### src/rtl/qdc_pkg.sv
package qdc_pkg;

	// Bank layout: eight converters, one word each
	localparam int N_CONV = 8;
	localparam logic [7:0] OFS_SETUP = 8'h00;
	localparam logic [7:0] OFS_CTRL = 8'h20;
	localparam logic [7:0] OFS_STAT = 8'h40;
	localparam int BANK_LSB = 5;
	localparam int IDX_LSB = 2;

	// Converter setup word
	localparam logic [31:0] SETUP_MASK = 32'h000f_efff;
	localparam logic [31:0] SETUP_RST = 32'h0000_4000;
	localparam int SETUP_W = 20;
	localparam int CLEAR_VALUE_SELECT_BIT = 13;
	localparam int PWR_LSB = 16;
	localparam int RANGE_W = 3;

	// Converter control word
	localparam logic [31:0] CTRL_MASK = 32'h0000_01bf;
	localparam logic [31:0] CTRL_RST = 32'h0000_0000;
	localparam int STAT_REQ_BIT = 9;
	localparam int GLOBAL_BIT = 8;
	localparam int ASR_BIT = 7;
	localparam int SEQ_IRQ_BIT = 5;
	localparam int ALERT_IRQ_BIT = 4;
	localparam int LOAD_IRQ_BIT = 3;
	localparam int MODE_LSB = 0;

	// Status word
	localparam int STAT_W = 10;
	localparam int STAT_VALID_BIT = 10;
	localparam logic [STAT_W-1:0] STAT_RST = 10'h000;

	// Delay of the timer-mode status read after an output update
	localparam int CLK_PERIOD_NS = 4;
	localparam int STAT_DELAY_NS = 10000;
	localparam int STAT_DELAY_CYC = STAT_DELAY_NS / CLK_PERIOD_NS;
	localparam int DLY_W = 12;
	localparam logic [DLY_W-1:0] DLY_ZERO = 12'h000;
	localparam logic [DLY_W-1:0] DLY_LOAD = DLY_W'(STAT_DELAY_CYC);

	typedef enum logic [2:0] {
		MODE_INSTANT = 3'h0,
		MODE_MANUAL = 3'h1,
		MODE_TIMER = 3'h3
	} qdc_mode_t;

	typedef enum logic [1:0] {
		CLR_ZERO = 2'h0,
		CLR_MID = 2'h1,
		CLR_NEG_FULL = 2'h2
	} qdc_clr_t;

	typedef enum logic {
		DISP_IDLE = 1'b0,
		DISP_WAIT = 1'b1
	} qdc_disp_t;

	typedef struct packed {
		logic cfg;
		logic [2:0] sel;
		logic [SETUP_W-1:0] setup;
	} qdc_xfer_t;

	typedef struct packed {
		logic global_load_enable;
		logic auto_status_read_enable;
		logic sequencer_irq_enable;
		logic alert_irq_enable;
		logic load_irq_enable;
		logic [2:0] mode;
	} qdc_ctrl_t;

	// Codes 3..5 are the bipolar spans
	function automatic logic range_bipolar(input logic [RANGE_W-1:0] code);
		range_bipolar = (code >= 3'h3) && (code <= 3'h5);
	endfunction

	function automatic logic [2:0] first_set(input logic [N_CONV-1:0] v);
		first_set = 3'h0;
		for (int i = N_CONV - 1; i >= 0; i--) begin
			if (v[i]) begin
				first_set = 3'(i);
			end
		end
	endfunction

endpackage

### src/rtl/qdc_auto_stat.sv
`timescale 1ns/1ps
`default_nettype none
module qdc_auto_stat
	import qdc_pkg::*;
(
	input wire logic clk_in,
	input wire logic rst_n_in,
	input wire logic asr_en_in,
	input wire logic [2:0] mode_in,
	input wire logic tick_in,
	input wire logic update_in,
	output logic req_out
);

	logic [DLY_W-1:0] cnt_q;
	logic timed;

	assign timed = asr_en_in && (mode_in == MODE_TIMER);

	// One read per sequence, a fixed delay after the output update
	always_ff @(posedge clk_in) begin
		if (!rst_n_in || !timed) begin
			cnt_q <= DLY_ZERO;
		end else if (update_in) begin
			cnt_q <= DLY_LOAD;
		end else if (cnt_q != DLY_ZERO) begin
			cnt_q <= cnt_q - 12'h001;
		end
	end

	always_ff @(posedge clk_in) begin
		if (!rst_n_in) begin
			req_out <= 1'b0;
		end else begin
			req_out <= (timed && !update_in && cnt_q == 12'h001) ||
				(asr_en_in && tick_in && (mode_in == MODE_INSTANT || mode_in == MODE_MANUAL));
		end
	end

endmodule
`default_nettype wire

### src/rtl/qdc_ctrl_regs.sv
`timescale 1ns/1ps
`default_nettype none
// Notes on behaviour
// - Eight control words, bank at 0x20
// - Reserved bits written zero, read zero
// - Four 3-bit range codes, reset zero
// - Range codes select unipolar/bipolar spans
// - Status request only in instant/manual modes
// - Request logs read, clears status valid
// - Read completion stores status, sets valid
// - Read may wait; request reads zero
// - Global load updates manual-mode converters together
// - Standalone manual converter updates alone
// - Auto status read paced by tick
// - Timer mode: one read 10us after update
// - Bit 5 gates sequencer interrupts
// - Bit 4 gates alert interrupts
// - Bit 3 gates load interrupt
// - Mode field bits 2:0 selects update mode
// - Setup write starts transfer unless busy
// - Power-up bits 16-19 enable channels
module qdc_ctrl_regs
	import qdc_pkg::*;
(
	// Clock and reset
	input wire logic CLOCK_IN,
	input wire logic RST_N_IN,
	// Register port
	input wire logic [7:0] REG_ADDR_IN,
	input wire logic REG_WR_IN,
	input wire logic REG_RD_IN,
	input wire logic [31:0] REG_WDATA_IN,
	output logic [31:0] REG_RDATA_OUT,
	output logic REG_RVALID_OUT,
	// Converter transactions
	output var qdc_xfer_t XFER_OUT,
	output logic XFER_VALID_OUT,
	input wire logic XFER_DONE_IN,
	input wire logic [STAT_W-1:0] XFER_STATUS_IN,
	output logic [N_CONV-1:0] BUSY_OUT,
	// Update control
	input wire logic [N_CONV-1:0] CHAN_DONE_IN,
	input wire logic AUTO_TICK_IN,
	output logic [N_CONV-1:0] UPDATE_OUT,
	output var qdc_ctrl_t [N_CONV-1:0] CTRL_OUT,
	output logic [N_CONV-1:0][3:0][1:0] CLR_LVL_OUT,
	// Interrupt events
	input wire logic [N_CONV-1:0] SEQ_EVT_IN,
	input wire logic [N_CONV-1:0] ALERT_EVT_IN,
	output logic [N_CONV-1:0] SEQ_IRQ_OUT,
	output logic [N_CONV-1:0] ALERT_IRQ_OUT,
	output logic [N_CONV-1:0] LOAD_IRQ_OUT
);

	logic [N_CONV-1:0][31:0] setup_q;
	logic [N_CONV-1:0][31:0] ctrl_q;
	logic [N_CONV-1:0][STAT_W-1:0] stat_q;
	logic [N_CONV-1:0] valid_q;
	logic [N_CONV-1:0] busy_q;
	logic [N_CONV-1:0] cfg_pend_q;
	logic [N_CONV-1:0] stat_pend_q;
	logic [N_CONV-1:0] gl_done_q;
	logic [N_CONV-1:0] auto_req;
	logic [N_CONV-1:0] setup_wr;
	logic [N_CONV-1:0] ctrl_wr;
	logic [N_CONV-1:0] stat_req;
	logic [N_CONV-1:0] done_hit;
	logic [N_CONV-1:0] manual;
	logic [N_CONV-1:0] members;
	logic [N_CONV-1:0] update_d;
	logic [N_CONV-1:0] dispatch;
	logic gl_fire;
	qdc_disp_t disp_q;
	qdc_xfer_t xfer_q;
	logic [2:0] idx;
	logic [2:0] bank;

	assign idx = REG_ADDR_IN[IDX_LSB +: 3];
	assign bank = REG_ADDR_IN[BANK_LSB +: 3];

	generate
		for (genvar i = 0; i < N_CONV; i++) begin : g_conv
			logic [2:0] mode_i;
			assign mode_i = ctrl_q[i][MODE_LSB +: 3];
			assign setup_wr[i] = REG_WR_IN && bank == OFS_SETUP[BANK_LSB +: 3] && idx == 3'(i);
			assign ctrl_wr[i] = REG_WR_IN && bank == OFS_CTRL[BANK_LSB +: 3] && idx == 3'(i);
			assign stat_req[i] = ctrl_wr[i] && REG_WDATA_IN[STAT_REQ_BIT] &&
				(mode_i == MODE_INSTANT || mode_i == MODE_MANUAL);
			assign done_hit[i] = disp_q == DISP_WAIT && XFER_DONE_IN && xfer_q.sel == 3'(i);
			assign manual[i] = mode_i == MODE_MANUAL;
			assign members[i] = manual[i] && ctrl_q[i][GLOBAL_BIT];
			assign dispatch[i] = disp_q == DISP_IDLE &&
				(cfg_pend_q != '0 ? (first_set(cfg_pend_q) == 3'(i)) :
				(stat_pend_q != '0 && first_set(stat_pend_q) == 3'(i)));

			qdc_auto_stat u_auto (
				.clk_in(CLOCK_IN),
				.rst_n_in(RST_N_IN),
				.asr_en_in(ctrl_q[i][ASR_BIT]),
				.mode_in(mode_i),
				.tick_in(AUTO_TICK_IN),
				.update_in(update_d[i]),
				.req_out(auto_req[i])
			);

			// Setup and control storage; reserved bits are dropped
			always_ff @(posedge CLOCK_IN) begin
				if (!RST_N_IN) begin
					setup_q[i] <= SETUP_RST;
				end else if (setup_wr[i] && !busy_q[i]) begin
					setup_q[i] <= REG_WDATA_IN & SETUP_MASK;
				end
			end

			always_ff @(posedge CLOCK_IN) begin
				if (!RST_N_IN) begin
					ctrl_q[i] <= CTRL_RST;
				end else if (ctrl_wr[i]) begin
					ctrl_q[i] <= REG_WDATA_IN & CTRL_MASK;
				end
			end

			// Busy spans the whole setup transfer
			always_ff @(posedge CLOCK_IN) begin
				if (!RST_N_IN) begin
					busy_q[i] <= 1'b0;
				end else if (setup_wr[i] && !busy_q[i]) begin
					busy_q[i] <= 1'b1;
				end else if (done_hit[i] && xfer_q.cfg) begin
					busy_q[i] <= 1'b0;
				end
			end

			always_ff @(posedge CLOCK_IN) begin
				if (!RST_N_IN) begin
					cfg_pend_q[i] <= 1'b0;
				end else if (setup_wr[i] && !busy_q[i]) begin
					cfg_pend_q[i] <= 1'b1;
				end else if (dispatch[i]) begin
					cfg_pend_q[i] <= 1'b0;
				end
			end

			// Logged reads wait for the link; a new request beats the dispatch
			always_ff @(posedge CLOCK_IN) begin
				if (!RST_N_IN) begin
					stat_pend_q[i] <= 1'b0;
				end else if (stat_req[i] || auto_req[i]) begin
					stat_pend_q[i] <= 1'b1;
				end else if (dispatch[i] && cfg_pend_q == '0) begin
					stat_pend_q[i] <= 1'b0;
				end
			end

			always_ff @(posedge CLOCK_IN) begin
				if (!RST_N_IN) begin
					stat_q[i] <= STAT_RST;
				end else if (done_hit[i]) begin
					stat_q[i] <= XFER_STATUS_IN;
				end
			end

			// Completion sets valid even when a request clears it in the same cycle
			always_ff @(posedge CLOCK_IN) begin
				if (!RST_N_IN) begin
					valid_q[i] <= 1'b0;
				end else if (done_hit[i]) begin
					valid_q[i] <= 1'b1;
				end else if (stat_req[i]) begin
					valid_q[i] <= 1'b0;
				end
			end

			// Global-load members wait for the whole group
			always_ff @(posedge CLOCK_IN) begin
				if (!RST_N_IN) begin
					gl_done_q[i] <= 1'b0;
				end else if (gl_fire || !members[i]) begin
					gl_done_q[i] <= 1'b0;
				end else if (CHAN_DONE_IN[i]) begin
					gl_done_q[i] <= 1'b1;
				end
			end

			always_comb begin
				if (members[i]) begin
					update_d[i] = gl_fire;
				end else if (manual[i]) begin
					update_d[i] = CHAN_DONE_IN[i];
				end else begin
					update_d[i] = CHAN_DONE_IN[i] &&
						(mode_i == MODE_INSTANT || mode_i == MODE_TIMER);
				end
			end

			// Clear level per channel from range polarity and clear select
			for (genvar c = 0; c < 4; c++) begin : g_ch
				always_ff @(posedge CLOCK_IN) begin
					if (!RST_N_IN) begin
						CLR_LVL_OUT[i][c] <= CLR_ZERO;
					end else if (!setup_q[i][CLEAR_VALUE_SELECT_BIT]) begin
						CLR_LVL_OUT[i][c] <= CLR_ZERO;
					end else if (range_bipolar(setup_q[i][c*RANGE_W +: RANGE_W])) begin
						CLR_LVL_OUT[i][c] <= CLR_NEG_FULL;
					end else begin
						CLR_LVL_OUT[i][c] <= CLR_MID;
					end
				end
			end

			always_ff @(posedge CLOCK_IN) begin
				if (!RST_N_IN) begin
					CTRL_OUT[i] <= '0;
				end else begin
					CTRL_OUT[i].global_load_enable <= ctrl_q[i][GLOBAL_BIT];
					CTRL_OUT[i].auto_status_read_enable <= ctrl_q[i][ASR_BIT];
					CTRL_OUT[i].sequencer_irq_enable <= ctrl_q[i][SEQ_IRQ_BIT];
					CTRL_OUT[i].alert_irq_enable <= ctrl_q[i][ALERT_IRQ_BIT];
					CTRL_OUT[i].load_irq_enable <= ctrl_q[i][LOAD_IRQ_BIT];
					CTRL_OUT[i].mode <= mode_i;
				end
			end

			// Interrupt gating
			always_ff @(posedge CLOCK_IN) begin
				if (!RST_N_IN) begin
					SEQ_IRQ_OUT[i] <= 1'b0;
					ALERT_IRQ_OUT[i] <= 1'b0;
					LOAD_IRQ_OUT[i] <= 1'b0;
				end else begin
					SEQ_IRQ_OUT[i] <= SEQ_EVT_IN[i] && ctrl_q[i][SEQ_IRQ_BIT];
					ALERT_IRQ_OUT[i] <= ALERT_EVT_IN[i] && ctrl_q[i][ALERT_IRQ_BIT];
					LOAD_IRQ_OUT[i] <= update_d[i] && ctrl_q[i][LOAD_IRQ_BIT];
				end
			end
		end
	endgenerate

	assign gl_fire = members != '0 && ((gl_done_q | CHAN_DONE_IN) & members) == members;

	always_ff @(posedge CLOCK_IN) begin
		if (!RST_N_IN) begin
			UPDATE_OUT <= '0;
			BUSY_OUT <= '0;
		end else begin
			UPDATE_OUT <= update_d;
			BUSY_OUT <= busy_q;
		end
	end

	// One converter transaction at a time, setups ahead of status reads
	always_ff @(posedge CLOCK_IN) begin
		if (!RST_N_IN) begin
			disp_q <= DISP_IDLE;
			xfer_q <= '0;
		end else begin
			unique case (disp_q)
				DISP_IDLE: begin
					if (cfg_pend_q != '0) begin
						disp_q <= DISP_WAIT;
						xfer_q.cfg <= 1'b1;
						xfer_q.sel <= first_set(cfg_pend_q);
						xfer_q.setup <= setup_q[first_set(cfg_pend_q)][SETUP_W-1:0];
					end else if (stat_pend_q != '0) begin
						disp_q <= DISP_WAIT;
						xfer_q.cfg <= 1'b0;
						xfer_q.sel <= first_set(stat_pend_q);
					end
				end
				DISP_WAIT: begin
					if (XFER_DONE_IN) begin
						disp_q <= DISP_IDLE;
					end
				end
			endcase
		end
	end

	assign XFER_OUT = xfer_q;
	assign XFER_VALID_OUT = disp_q == DISP_WAIT;

	// Read data one cycle after the strobe; unmapped words read zero
	always_ff @(posedge CLOCK_IN) begin
		if (!RST_N_IN) begin
			REG_RDATA_OUT <= 32'h0000_0000;
			REG_RVALID_OUT <= 1'b0;
		end else begin
			REG_RVALID_OUT <= REG_RD_IN;
			if (REG_RD_IN) begin
				unique case (bank)
					OFS_SETUP[BANK_LSB +: 3]: REG_RDATA_OUT <= setup_q[idx];
					OFS_CTRL[BANK_LSB +: 3]: REG_RDATA_OUT <= ctrl_q[idx];
					OFS_STAT[BANK_LSB +: 3]: begin
						REG_RDATA_OUT <= {21'h000000, valid_q[idx], stat_q[idx]};
					end
					default: REG_RDATA_OUT <= 32'h0000_0000;
				endcase
			end
		end
	end

endmodule
`default_nettype wire

### config.mk
export PLATFORM = sky130hd
export DESIGN_NAME = qdc_ctrl_regs
export DESIGN_NICKNAME = d
export VERILOG_FILES = /design/src/rtl/qdc_pkg.sv /design/src/rtl/qdc_auto_stat.sv /design/src/rtl/qdc_ctrl_regs.sv
export SDC_FILE = /design/constraint.sdc
export NUM_CORES = 1
export LEC_CHECK = 0
export BUFFER_PORTS_ARGS = -buffer_cell sky130_fd_sc_hd__buf_4
export CORE_ASPECT_RATIO = 1.1
export CORE_UTILIZATION = 45
export DETAILED_ROUTE_END_ITERATION = 16
export PLACE_DENSITY = 0.61
export SYNTH_ARGS = -nofsm -noshare
export SYNTH_HDL_FRONTEND = slang
export SYNTH_HIERARCHICAL = 1
export SYNTH_SLANG_ARGS = --single-unit
### constraint.sdc
create_clock -name CLOCK_IN -period 7.6 [get_ports CLOCK_IN]
set_clock_uncertainty 0.1 [all_clocks]
set_input_delay 1.14 -clock CLOCK_IN [delete_from_list [all_inputs] [get_ports CLOCK_IN]]
set_output_delay 1.14 -clock CLOCK_IN [all_outputs]
set_load 0.02 [all_outputs]
* Yosys cells after proc, flatten, opt, wreduce, memory -nomap -nowiden
Cells that the tools add are included.
** Cells by class
- $add $sub $neg :: 8
- Magnitude comparators :: 66
- Equal/unequal tests :: 55
- Muxes and demuxes :: 172
- Bitwise operators :: 4
- Reduce and logical (&&, ||, !) cells :: 369
** Operators with widths (count)
- binary-select mux 32 bit (select 3 bit) :: 3
- logical AND 1 bit :: 196
- 2-to-1 mux 12 bit :: 16
- == test 12 x 1 -> 1 bit, second input constant :: 8
- greater-or-equal comparator 3 x 2 -> 1 bit, second input constant :: 32
- <= comparator 3 bit, second input constant :: 32
- one-hot mux 32 bit (3 select lines) :: 1
- nonzero test 12 bit :: 8
- subtractor 12 x 1 -> 12 bit, second input constant :: 8
- 2-to-1 mux 1 bit :: 92
- nonzero test 2 bit :: 41
- 2-to-1 mux 2 bit :: 32
- 2-to-1 mux 32 bit :: 2
- 2-to-1 mux 3 bit :: 19
- == test 3 x 2 -> 1 bit, second input constant :: 17
- == test 3 bit, second input constant :: 16
- logical OR 1 bit :: 48
- == test 3 x 1 -> 1 bit, second input constant :: 13
- logical NOT 3 bit :: 13
- logical NOT 1 bit :: 33
- OR reduction 2 bit :: 16
- binary-select mux 10 bit (select 3 bit) :: 1
- nonzero test 8 bit :: 3
- 2-to-1 mux 20 bit :: 1
- other kinds (11) :: 23
** Word-level totals
- Bits in registers :: 666
- Bits of input ports :: 80
- Logic and storage cells :: 874

* Logic depth before layout (Yosys ltp)
Gate-level depths: netlist of run 1.
- Word-level depth :: 15
- Mapped depth :: 9

* Modules after synthesis
The synthesis of run 1 kept the hierarchy.
** By module, submodules not included
- qdc_ctrl_regs :: times used 1, cells each 2436, area each 22540.4 um2, sequential area each 10970.5 um2
- qdc_auto_stat :: times used 8, cells each 83, area each 708.2 um2, sequential area each 260.2 um2

* Least setup slack after synthesis of run 1
Ideal clock, no wire load.
- Path type :: input to register
- From :: in CHAN_DONE_IN[3]
- To :: reg g_conv[0].u_auto.cnt_q[1]
- Setup time :: 0.086 ns
- Arrival time :: 2.808 ns
- Data required time :: 7.414 ns
- Path slack :: 4.606 ns
- Cell stages on the path :: 8
- Buffers on the path :: 1
- Cell sequence :: or2_2 -> o32a_1 -> o311a_1 -> nand3_1 -> o21ai_0 -> or3_1 -> clkbuf_1 -> a211oi_1
** On the way
- Longest elaborated chain between the ends :: 6
** RTL lines
- from (decl) :: RTL line qdc_ctrl_regs.sv:42 : input wire logic [N_CONV-1:0] CHAN_DONE_IN,
- OR 8 bit :: RTL line qdc_ctrl_regs.sv:239 : assign gl_fire = members != '0 && ((gl_done_q | CHAN_DONE_IN) & members) == members;
- AND 8 bit :: RTL line qdc_ctrl_regs.sv:239
- == test 8 bit :: RTL line qdc_ctrl_regs.sv:239
- logical AND 1 bit :: RTL line qdc_ctrl_regs.sv:239
- 2-to-1 mux 1 bit :: RTL line qdc_ctrl_regs.sv:186 : if (members[i]) begin
- via update_d[0] :: RTL line qdc_ctrl_regs.sv:70 : logic [N_CONV-1:0] update_d;
- OR reduction 2 bit (no line)
- to (signal assigned) :: RTL line qdc_auto_stat.sv:27 : cnt_q <= cnt_q - 12'h001;
- to (decl) :: RTL line qdc_auto_stat.sv:15 : logic [DLY_W-1:0] cnt_q;
The timed path passes the listed nets, and every way through them passes these cells.
A chain may end at the register's enable or synchronous reset.

* Worst setup path after layout of run 1
- From :: in RST_N_IN
- To :: reg busy_q[4]
** RTL lines
- from (decl) :: RTL line qdc_ctrl_regs.sv:27 : input wire logic RST_N_IN,
- to (signal, indexed assignment) :: RTL line qdc_ctrl_regs.sv:126 : busy_q[i] <= 1'b0;
- to (signal, indexed assignment) :: RTL line qdc_ctrl_regs.sv:128 : busy_q[i] <= 1'b1;
- to (signal, indexed assignment) :: RTL line qdc_ctrl_regs.sv:130 : busy_q[i] <= 1'b0;
- to (decl) :: RTL line qdc_ctrl_regs.sv:59 : logic [N_CONV-1:0] busy_q;
No word-level cell between the ends.

==> results.sh, run 1 <==
export IMPL_drc=0
export IMPL_die_x_um=241
export IMPL_grt_usage=0.279
export IMPL_setup_viol_count_final=0
export IMPL_routed_wirelength_um=90500
export IMPL_die_area_um2=63700
export IMPL_start_util=0.458
export IMPL_start_kind="input port"
export IMPL_hpwl_um=61600
export IMPL_nets=3378
export IMPL_cts_tree="built"
export IMPL_tns_ns=0
export IMPL_wl_per_cell_um=21.8
export IMPL_p_comb_frac=0.043
export IMPL_htreeDepth=3
export IMPL_cp_arrival_ns=3.92
export IMPL_fin_crit_sh=0.472
export IMPL_timing_hold_ws_ns=0.354
export IMPL_fin_total_pwr_uw=7230
export IMPL_grt_pass1_vias=23400
export IMPL_syn_area_per_cell_um2=9.10
export IMPL_clkTransAtPathRegs_ns=0.06
export IMPL_synth_area_top_cells="dfxtp_1 (46%), nand2_1 (7.0%), mux4_2 (6.1%)"
export IMPL_p_int_uw=5580
export IMPL_vias_per_cell=5.77
export IMPL_grt_busiest_layer="met2"
export IMPL_synth_most_common_cell="dfxtp_1"
export IMPL_status="finished clean"
export IMPL_cts_sinks=652
export IMPL_met2_usage=0.477
export IMPL_final_max_slew_viol_count=0
export IMPL_area_growth_pct=17.2
export IMPL_gr_usage_met1=0.339
export IMPL_placedInstanceArea_um2=30700
export IMPL_grt_pass1_wl_um=137000
export IMPL_cts_max_path_buffers=3
export IMPL_cpPeakStageDelay_ns=0.88
export IMPL_placement_io_buffers=276
export IMPL_cp_common_cell="buf_4"
export IMPL_postCtsSetupBuffers=0
export IMPL_maxCapViolCount=0
export IMPL_tightest_slew_ns=1.23
export IMPL_async_flop_share=0
export IMPL_critPathCaptureType="register"
export IMPL_regArea_um2=13100
export IMPL_r2r_slack_ns=4.11
export IMPL_power_density_nw_per_um2=219
export IMPL_cts_buffers=71
export IMPL_power_frac_clock=0.479
export IMPL_pin_count=306
export IMPL_synth_top_area_frac=0.463
export IMPL_multi_input_area_um2=14100
export IMPL_synth_seq_cells=652
export IMPL_grt_ovfl_total=0
export IMPL_hold_buffers=0
export IMPL_dr_pass1_iters=6
export IMPL_slew_headroom=0.176
export IMPL_dieHeight_um=265
export IMPL_cts_resized=0
export IMPL_ys_types=75
export IMPL_rows=95
export IMPL_synth_common_cells="dfxtp_1 (652), nand2_1 (525), a21oi_1 (311)"
export IMPL_synth_edff_count=0
export IMPL_synthCells=3100
export IMPL_cts_root_buf="clkbuf_16"
export IMPL_routabilityCongestion=0.890
export IMPL_synth_seq_area_share=0.463
export IMPL_ys_warn_count=6
export IMPL_fin_crit_ns=3.59
export IMPL_rr_worst_depth=7
export IMPL_antenna_found_initial=1
export IMPL_grt_max_degree=114
export IMPL_finalHoldViolCount=0
export IMPL_core_um2=61600
export IMPL_vdd_ir_drop_max_v=0.000194
export IMPL_swShare=0.228
export IMPL_hp_class="register to register"
export IMPL_slowest_stage="buf_4"
export IMPL_p_switching_uw=1650
export IMPL_worstHoldPathCells=2
export IMPL_rsz0062_at_grt="no"
export IMPL_fin_area_um2=33000
export IMPL_criticalPathCategory="input port to register"
export IMPL_synth_area_leader_cell="dfxtp_1"
export IMPL_worst_ep_required_time_ns=7.94
export IMPL_clock_latency_ns=0.62
export IMPL_path_cells="buf_4, inv_8, buf_4, buf_4, nor2_1"
export IMPL_drt_initial_drc_count=2183
export IMPL_leakage_uw=0.0123
export IMPL_grtUsageMet3=0.0470
export IMPL_nFillCells=5639
export IMPL_path_max_fanout=113
export IMPL_seqPwrFrac=0.478
export IMPL_vias=24000
export IMPL_ys_flop_type="dfxtp_1"
export IMPL_fmax_mhz=279
export IMPL_synth_area_um2=28200
export IMPL_drive_above_1_share=0.171
export IMPL_ant_nets=0
## layer usage
metal / wire [um] / vias to the layer above / share of wire
met3: 6550 / 189 / 0.072
met1: 36100 / 11600 / 0.40
li1: - / 11200 / -
met2: 44000 / 968 / 0.49
met5: 0 / - / 0
met4: 3820 / 0 / 0.042
## cell families (layout without fill, tap and decap cells)
logic type,Yosys count,count (layout),synth area share
adder cells (fa/ha/maj),24,24,0.0106
flip-flops,652,652,0.463
multiplexers,246,246,0.121
other,1,15,0.000133
AND/OR/NAND/NOR,1293,1293,0.229
buffers and inverters,288,503,0.0429
AO/OA/AOI/OAI,580,580,0.129
XOR/XNOR,16,16,0.00497
## layout make-up
cell class,count,share of cell area
clock inverters,22,0.00693
repair buffers,301,0.0684
multi-input cells,2173,0.426
well taps,824,0.0312
flip-flops and latches,652,0.395
diodes,1,0.0000757
inverters,75,0.00875
clock buffers,105,0.0635
## state kept, by name (all words and copies together) (netlist names), 19 cells and up
register             count
setup_q                152
g_conv.u_auto/cnt_q     96
stat_q                  80
CLR_LVL_OUT             64
CTRL_OUT                64
ctrl_q                  64
XFER_OUT                23
REG_RDATA_OUT           19
## worst max-delay path, delay by kind of cell
kind	cells	cell delay (ns)
and+or+nand+nor	1	0.12
buffers and inverters	4	2.43
## placed cells by master, fill, tap and decap left out, types with 63 or more instances in the layout
master,instances
dfxtp_1,652
a21oi_1,311
nand2_1,525
buf_4,301
clkbuf_16,73
nor2_1,273
mux4_2,76
and2_1,99
inv_1,73
o21ai_0,63
mux2i_1,170
## power by group through the flow
stage | Clock (uW) | Combinational (uW) | Sequential [uW]
after CTS | 3540 | 310 | 3450
after floorplan | 0 | 185 | 3530
after global routing | 3660 | 331 | 3450
after detailed placement | 0 | 309 | 3530
final | 3460 | 313 | 3450
after global placement | 0 | 304 | 3530
## worst paths after layout
path / end / from
setup / recovery: busy_q[4] / RST_N_IN
hold / removal: stat_q[23] / stat_q[23]
setup reg to reg: g_conv[2].u_auto/cnt_q[1] / ctrl_q[97]
hold reg to reg: stat_q[23] / stat_q[23]
## through the flow
step	setup slack, ns	util	std cells
detailed placement	3.43	0.499	4025
global placement	3.42	0.499	4025
floorplan	4.61	-	3113
finish	4.01	0.537	4153
global route	3.80	0.537	4152
CTS	4.07	0.537	4152
No activity file was read; power rests on OpenSTA's default activity.
==> run 2: changes to the inputs <==
Settings changed: ABC_AREA set to 1, PLACE_DENSITY 0.61 to 0.63.
Clock period 7.6 ns to 3.1 ns, I/O delays scaled along.
==> run 2 against run 1 <==
Net effect:
- first-iteration DRC count up 28%
- clock-buffer cell count fell by 7
- global-route usage is 1.6 points higher
- non-clock buffer count rose by 94
- wire length up 8.8%
- cell count rose by 22%
==> results.sh, run 2 <==
export IMPL_swShare=0.230
export IMPL_async_flop_share=0
export IMPL_htreeDepth=3
export IMPL_final_cell_mix="dfxtp_1 (652), nand2_1 (651), inv_1 (433)"
export IMPL_timing_hold_ws_ns=0.0359
export IMPL_finalHoldViolCount=0
export IMPL_cp_arrival_ns=3.13
export IMPL_synth_seq_cells=652
export IMPL_place_ws_ns=0.329
export IMPL_grt_pass1_vias=25400
export IMPL_ant_nets=0
export IMPL_tns_ns=0
export IMPL_drive_above_1_share=0.160
export IMPL_p_comb_frac=0.054
export IMPL_cts_max_path_buffers=3
export IMPL_reg_top3="setup_q x152, g_conv.u_auto/cnt_q x96, stat_q x80"
export IMPL_synth_area_leader_cell="dfxtp_1"
export IMPL_hp_class="input port to register"
export IMPL_ys_flop_type="dfxtp_1"
export IMPL_cts_buffers=70
export IMPL_rsz0062_at_grt="no"
export IMPL_grt_pass1_wl_um=149000
export IMPL_seqPwrFrac=0.461
export IMPL_grt_ovfl_total=0
export IMPL_ys_warn_count=6
export IMPL_vdd_ir_drop_max_v=0.000414
export IMPL_synth_common_cells="dfxtp_1 (652), nand2_1 (652), inv_1 (434)"
export IMPL_cpPeakStageDelay_ns=0.45
export IMPL_final_max_slew_viol_count=0
export IMPL_slowest_stage="dfxtp_1"
export IMPL_power_density_nw_per_um2=532
export IMPL_criticalPathCategory="register to register"
export IMPL_tightest_slew_ns=0.984
export IMPL_grt_max_degree=131
export IMPL_pin_count=306
export IMPL_cts_root_buf="clkbuf_16"
export IMPL_setup_viol_count_final=0
export IMPL_cts_sinks=652
export IMPL_synth_area_top_cells="dfxtp_1 (45%), nand2_1 (8.4%), a21oi_1 (6.3%)"
export IMPL_status="finished clean"
export IMPL_largest_register_ffs=152
export IMPL_p_switching_uw=4240
export IMPL_vias_per_cell=5.42
export IMPL_synth_top_area_frac=0.450
export IMPL_dr_pass1_iters=6
export IMPL_cp_common_cell="nand2_1"
export IMPL_worst_ep_required_time_ns=3.53
export IMPL_vias=27400
export IMPL_dieHeight_um=268
export IMPL_syn_area_per_cell_um2=7.40
export IMPL_regArea_um2=13100
export IMPL_rows=97
export IMPL_cts_tree="built"
export IMPL_multi_input_area_um2=13200
export IMPL_path_cells="inv_1, nor3_1, nand2_1, nand2_1, nor3_1, o211ai_1, buf_4, nand2_1, nand2_1, inv_1, nor2_1, nand2_1, inv_1, nand2_1, a21oi_1"
export IMPL_synth_edff_count=0
export IMPL_area_growth_pct=19.4
export IMPL_synth_area_um2=29000
export IMPL_antenna_found_initial=4
export IMPL_leakage_uw=0.0153
export IMPL_maxCapViolCount=0
export IMPL_clock_latency_ns=0.62
export IMPL_start_util=0.455
export IMPL_wl_per_cell_um=19.4
export IMPL_synth_seq_area_share=0.450
export IMPL_layout_commonest_cell="dfxtp_1"
export IMPL_start_kind="register"
export IMPL_die_x_um=244
export IMPL_core_um2=63700
export IMPL_fin_ws_ns=0.397
export IMPL_drt_initial_drc_count=2792
export IMPL_clkTransAtPathRegs_ns=0.06
export IMPL_path_max_fanout=6
export IMPL_routabilityCongestion=0.911
export IMPL_die_area_um2=65400
export IMPL_fmax_mhz=370
export IMPL_fin_crit_sh=0.872
export IMPL_synthCells=3917
export IMPL_regMostFlops="setup_q"
export IMPL_placement_io_buffers=276
export IMPL_placedInstanceArea_um2=32000
export IMPL_slew_headroom=0.343
export IMPL_routed_wirelength_um=98400
export IMPL_critPathCaptureType="register"
export IMPL_drc=0
export IMPL_fin_crit_ns=2.70
export IMPL_ys_types=53
export IMPL_power_frac_clock=0.485
export IMPL_nFillCells=6140
export IMPL_p_int_uw=14200
export IMPL_fin_area_um2=34600
export IMPL_nets=4277
export IMPL_grt_usage=0.295
export IMPL_hpwl_um=69000
-- run 2: timing repair --
item	4_1_cts	5_1_grt
buffers inserted	0	2
setup endpoints to repair	0	2
hold endpoints to repair	17	0
gates resized for setup	0	0
hold buffers	17	0
-- run 2: final timing paths --
check             startpoint                        end  slack (ns)  depth (start not counted)
max               ctrl_q[32]  g_conv[2].u_auto/cnt_q[9]        0.40                         15
min          CHAN_DONE_IN[7]               gl_done_q[7]        0.04                          3
max reg2reg       ctrl_q[32]  g_conv[2].u_auto/cnt_q[9]        0.40                         15
min reg2reg        stat_q[3]                  stat_q[3]        0.36                          2
-- run 2: power groups by stage --
| stage | Sequential, uW | Clock [uW] | Combinational, uW |
|---|---|---|---|
| 6_report | 8490 | 8940 | 995 |
| 5_1_grt | 8490 | 9400 | 1050 |
| 4_1_cts | 8490 | 9060 | 974 |
| 3_5_place_dp | 8670 | 0 | 954 |
| 3_3_place_gp | 8670 | 0 | 952 |
| 2_1_floorplan | 8690 | 0 | 496 |
-- run 2: per-layer routing --
| metal | track usage | part of all wire | vias up |
|---|---|---|---|
| met4 | 0.165 | 0.053 | 6 |
| li1 | - | - | 13300 |
| met1 | 0.368 | 0.40 | 12700 |
| met2 | 0.480 | 0.47 | 1185 |
| met3 | 0.0538 | 0.081 | 251 |
| met5 | 0 | 0.00037 | - |
-- run 2: through the flow --
stage	instances	utilization	power, uW
2_1_floorplan	3930	-	9190
3_3_place_gp	4923	0.502	9630
3_5_place_dp	4923	0.502	9630
4_1_cts	5058	0.543	18500
5_1_grt	5061	0.543	18900
6_report	5061	0.543	18400
-- run 2: worst max-delay path: cells and delay by family, from the launching register on --
family,cells,cell delay (ns)
and+or+nand+nor,9,1.33
buffers and inverters,4,0.48
DFF,1,0.45
AOI/OAI and AO/OA,2,0.25
-- run 2: cell type report --
type,instances,share of cell area
Antenna cell,1,0.0000723
Multi-Input combinational cell,2599,0.382
Clock inverter,20,0.0112
Sequential cell,652,0.377
Tap cell,841,0.0304
Timing Repair Buffer,395,0.0911
Clock buffer,98,0.0587
Inverter,455,0.0496
-- run 2: cells by family (layout without fill, tap and decap cells) --
kind of cell,Yosys count,after routing,share of synthesized area
and+or+nand+nor,1652,1652,0.267
AOI/OAI and AO/OA,885,885,0.168
buffers and inverters,679,968,0.0966
DFF,652,652,0.450
adders and majority gates,24,24,0.0104
xor gates and xnor gates,24,24,0.00725
other,1,15,0.000129
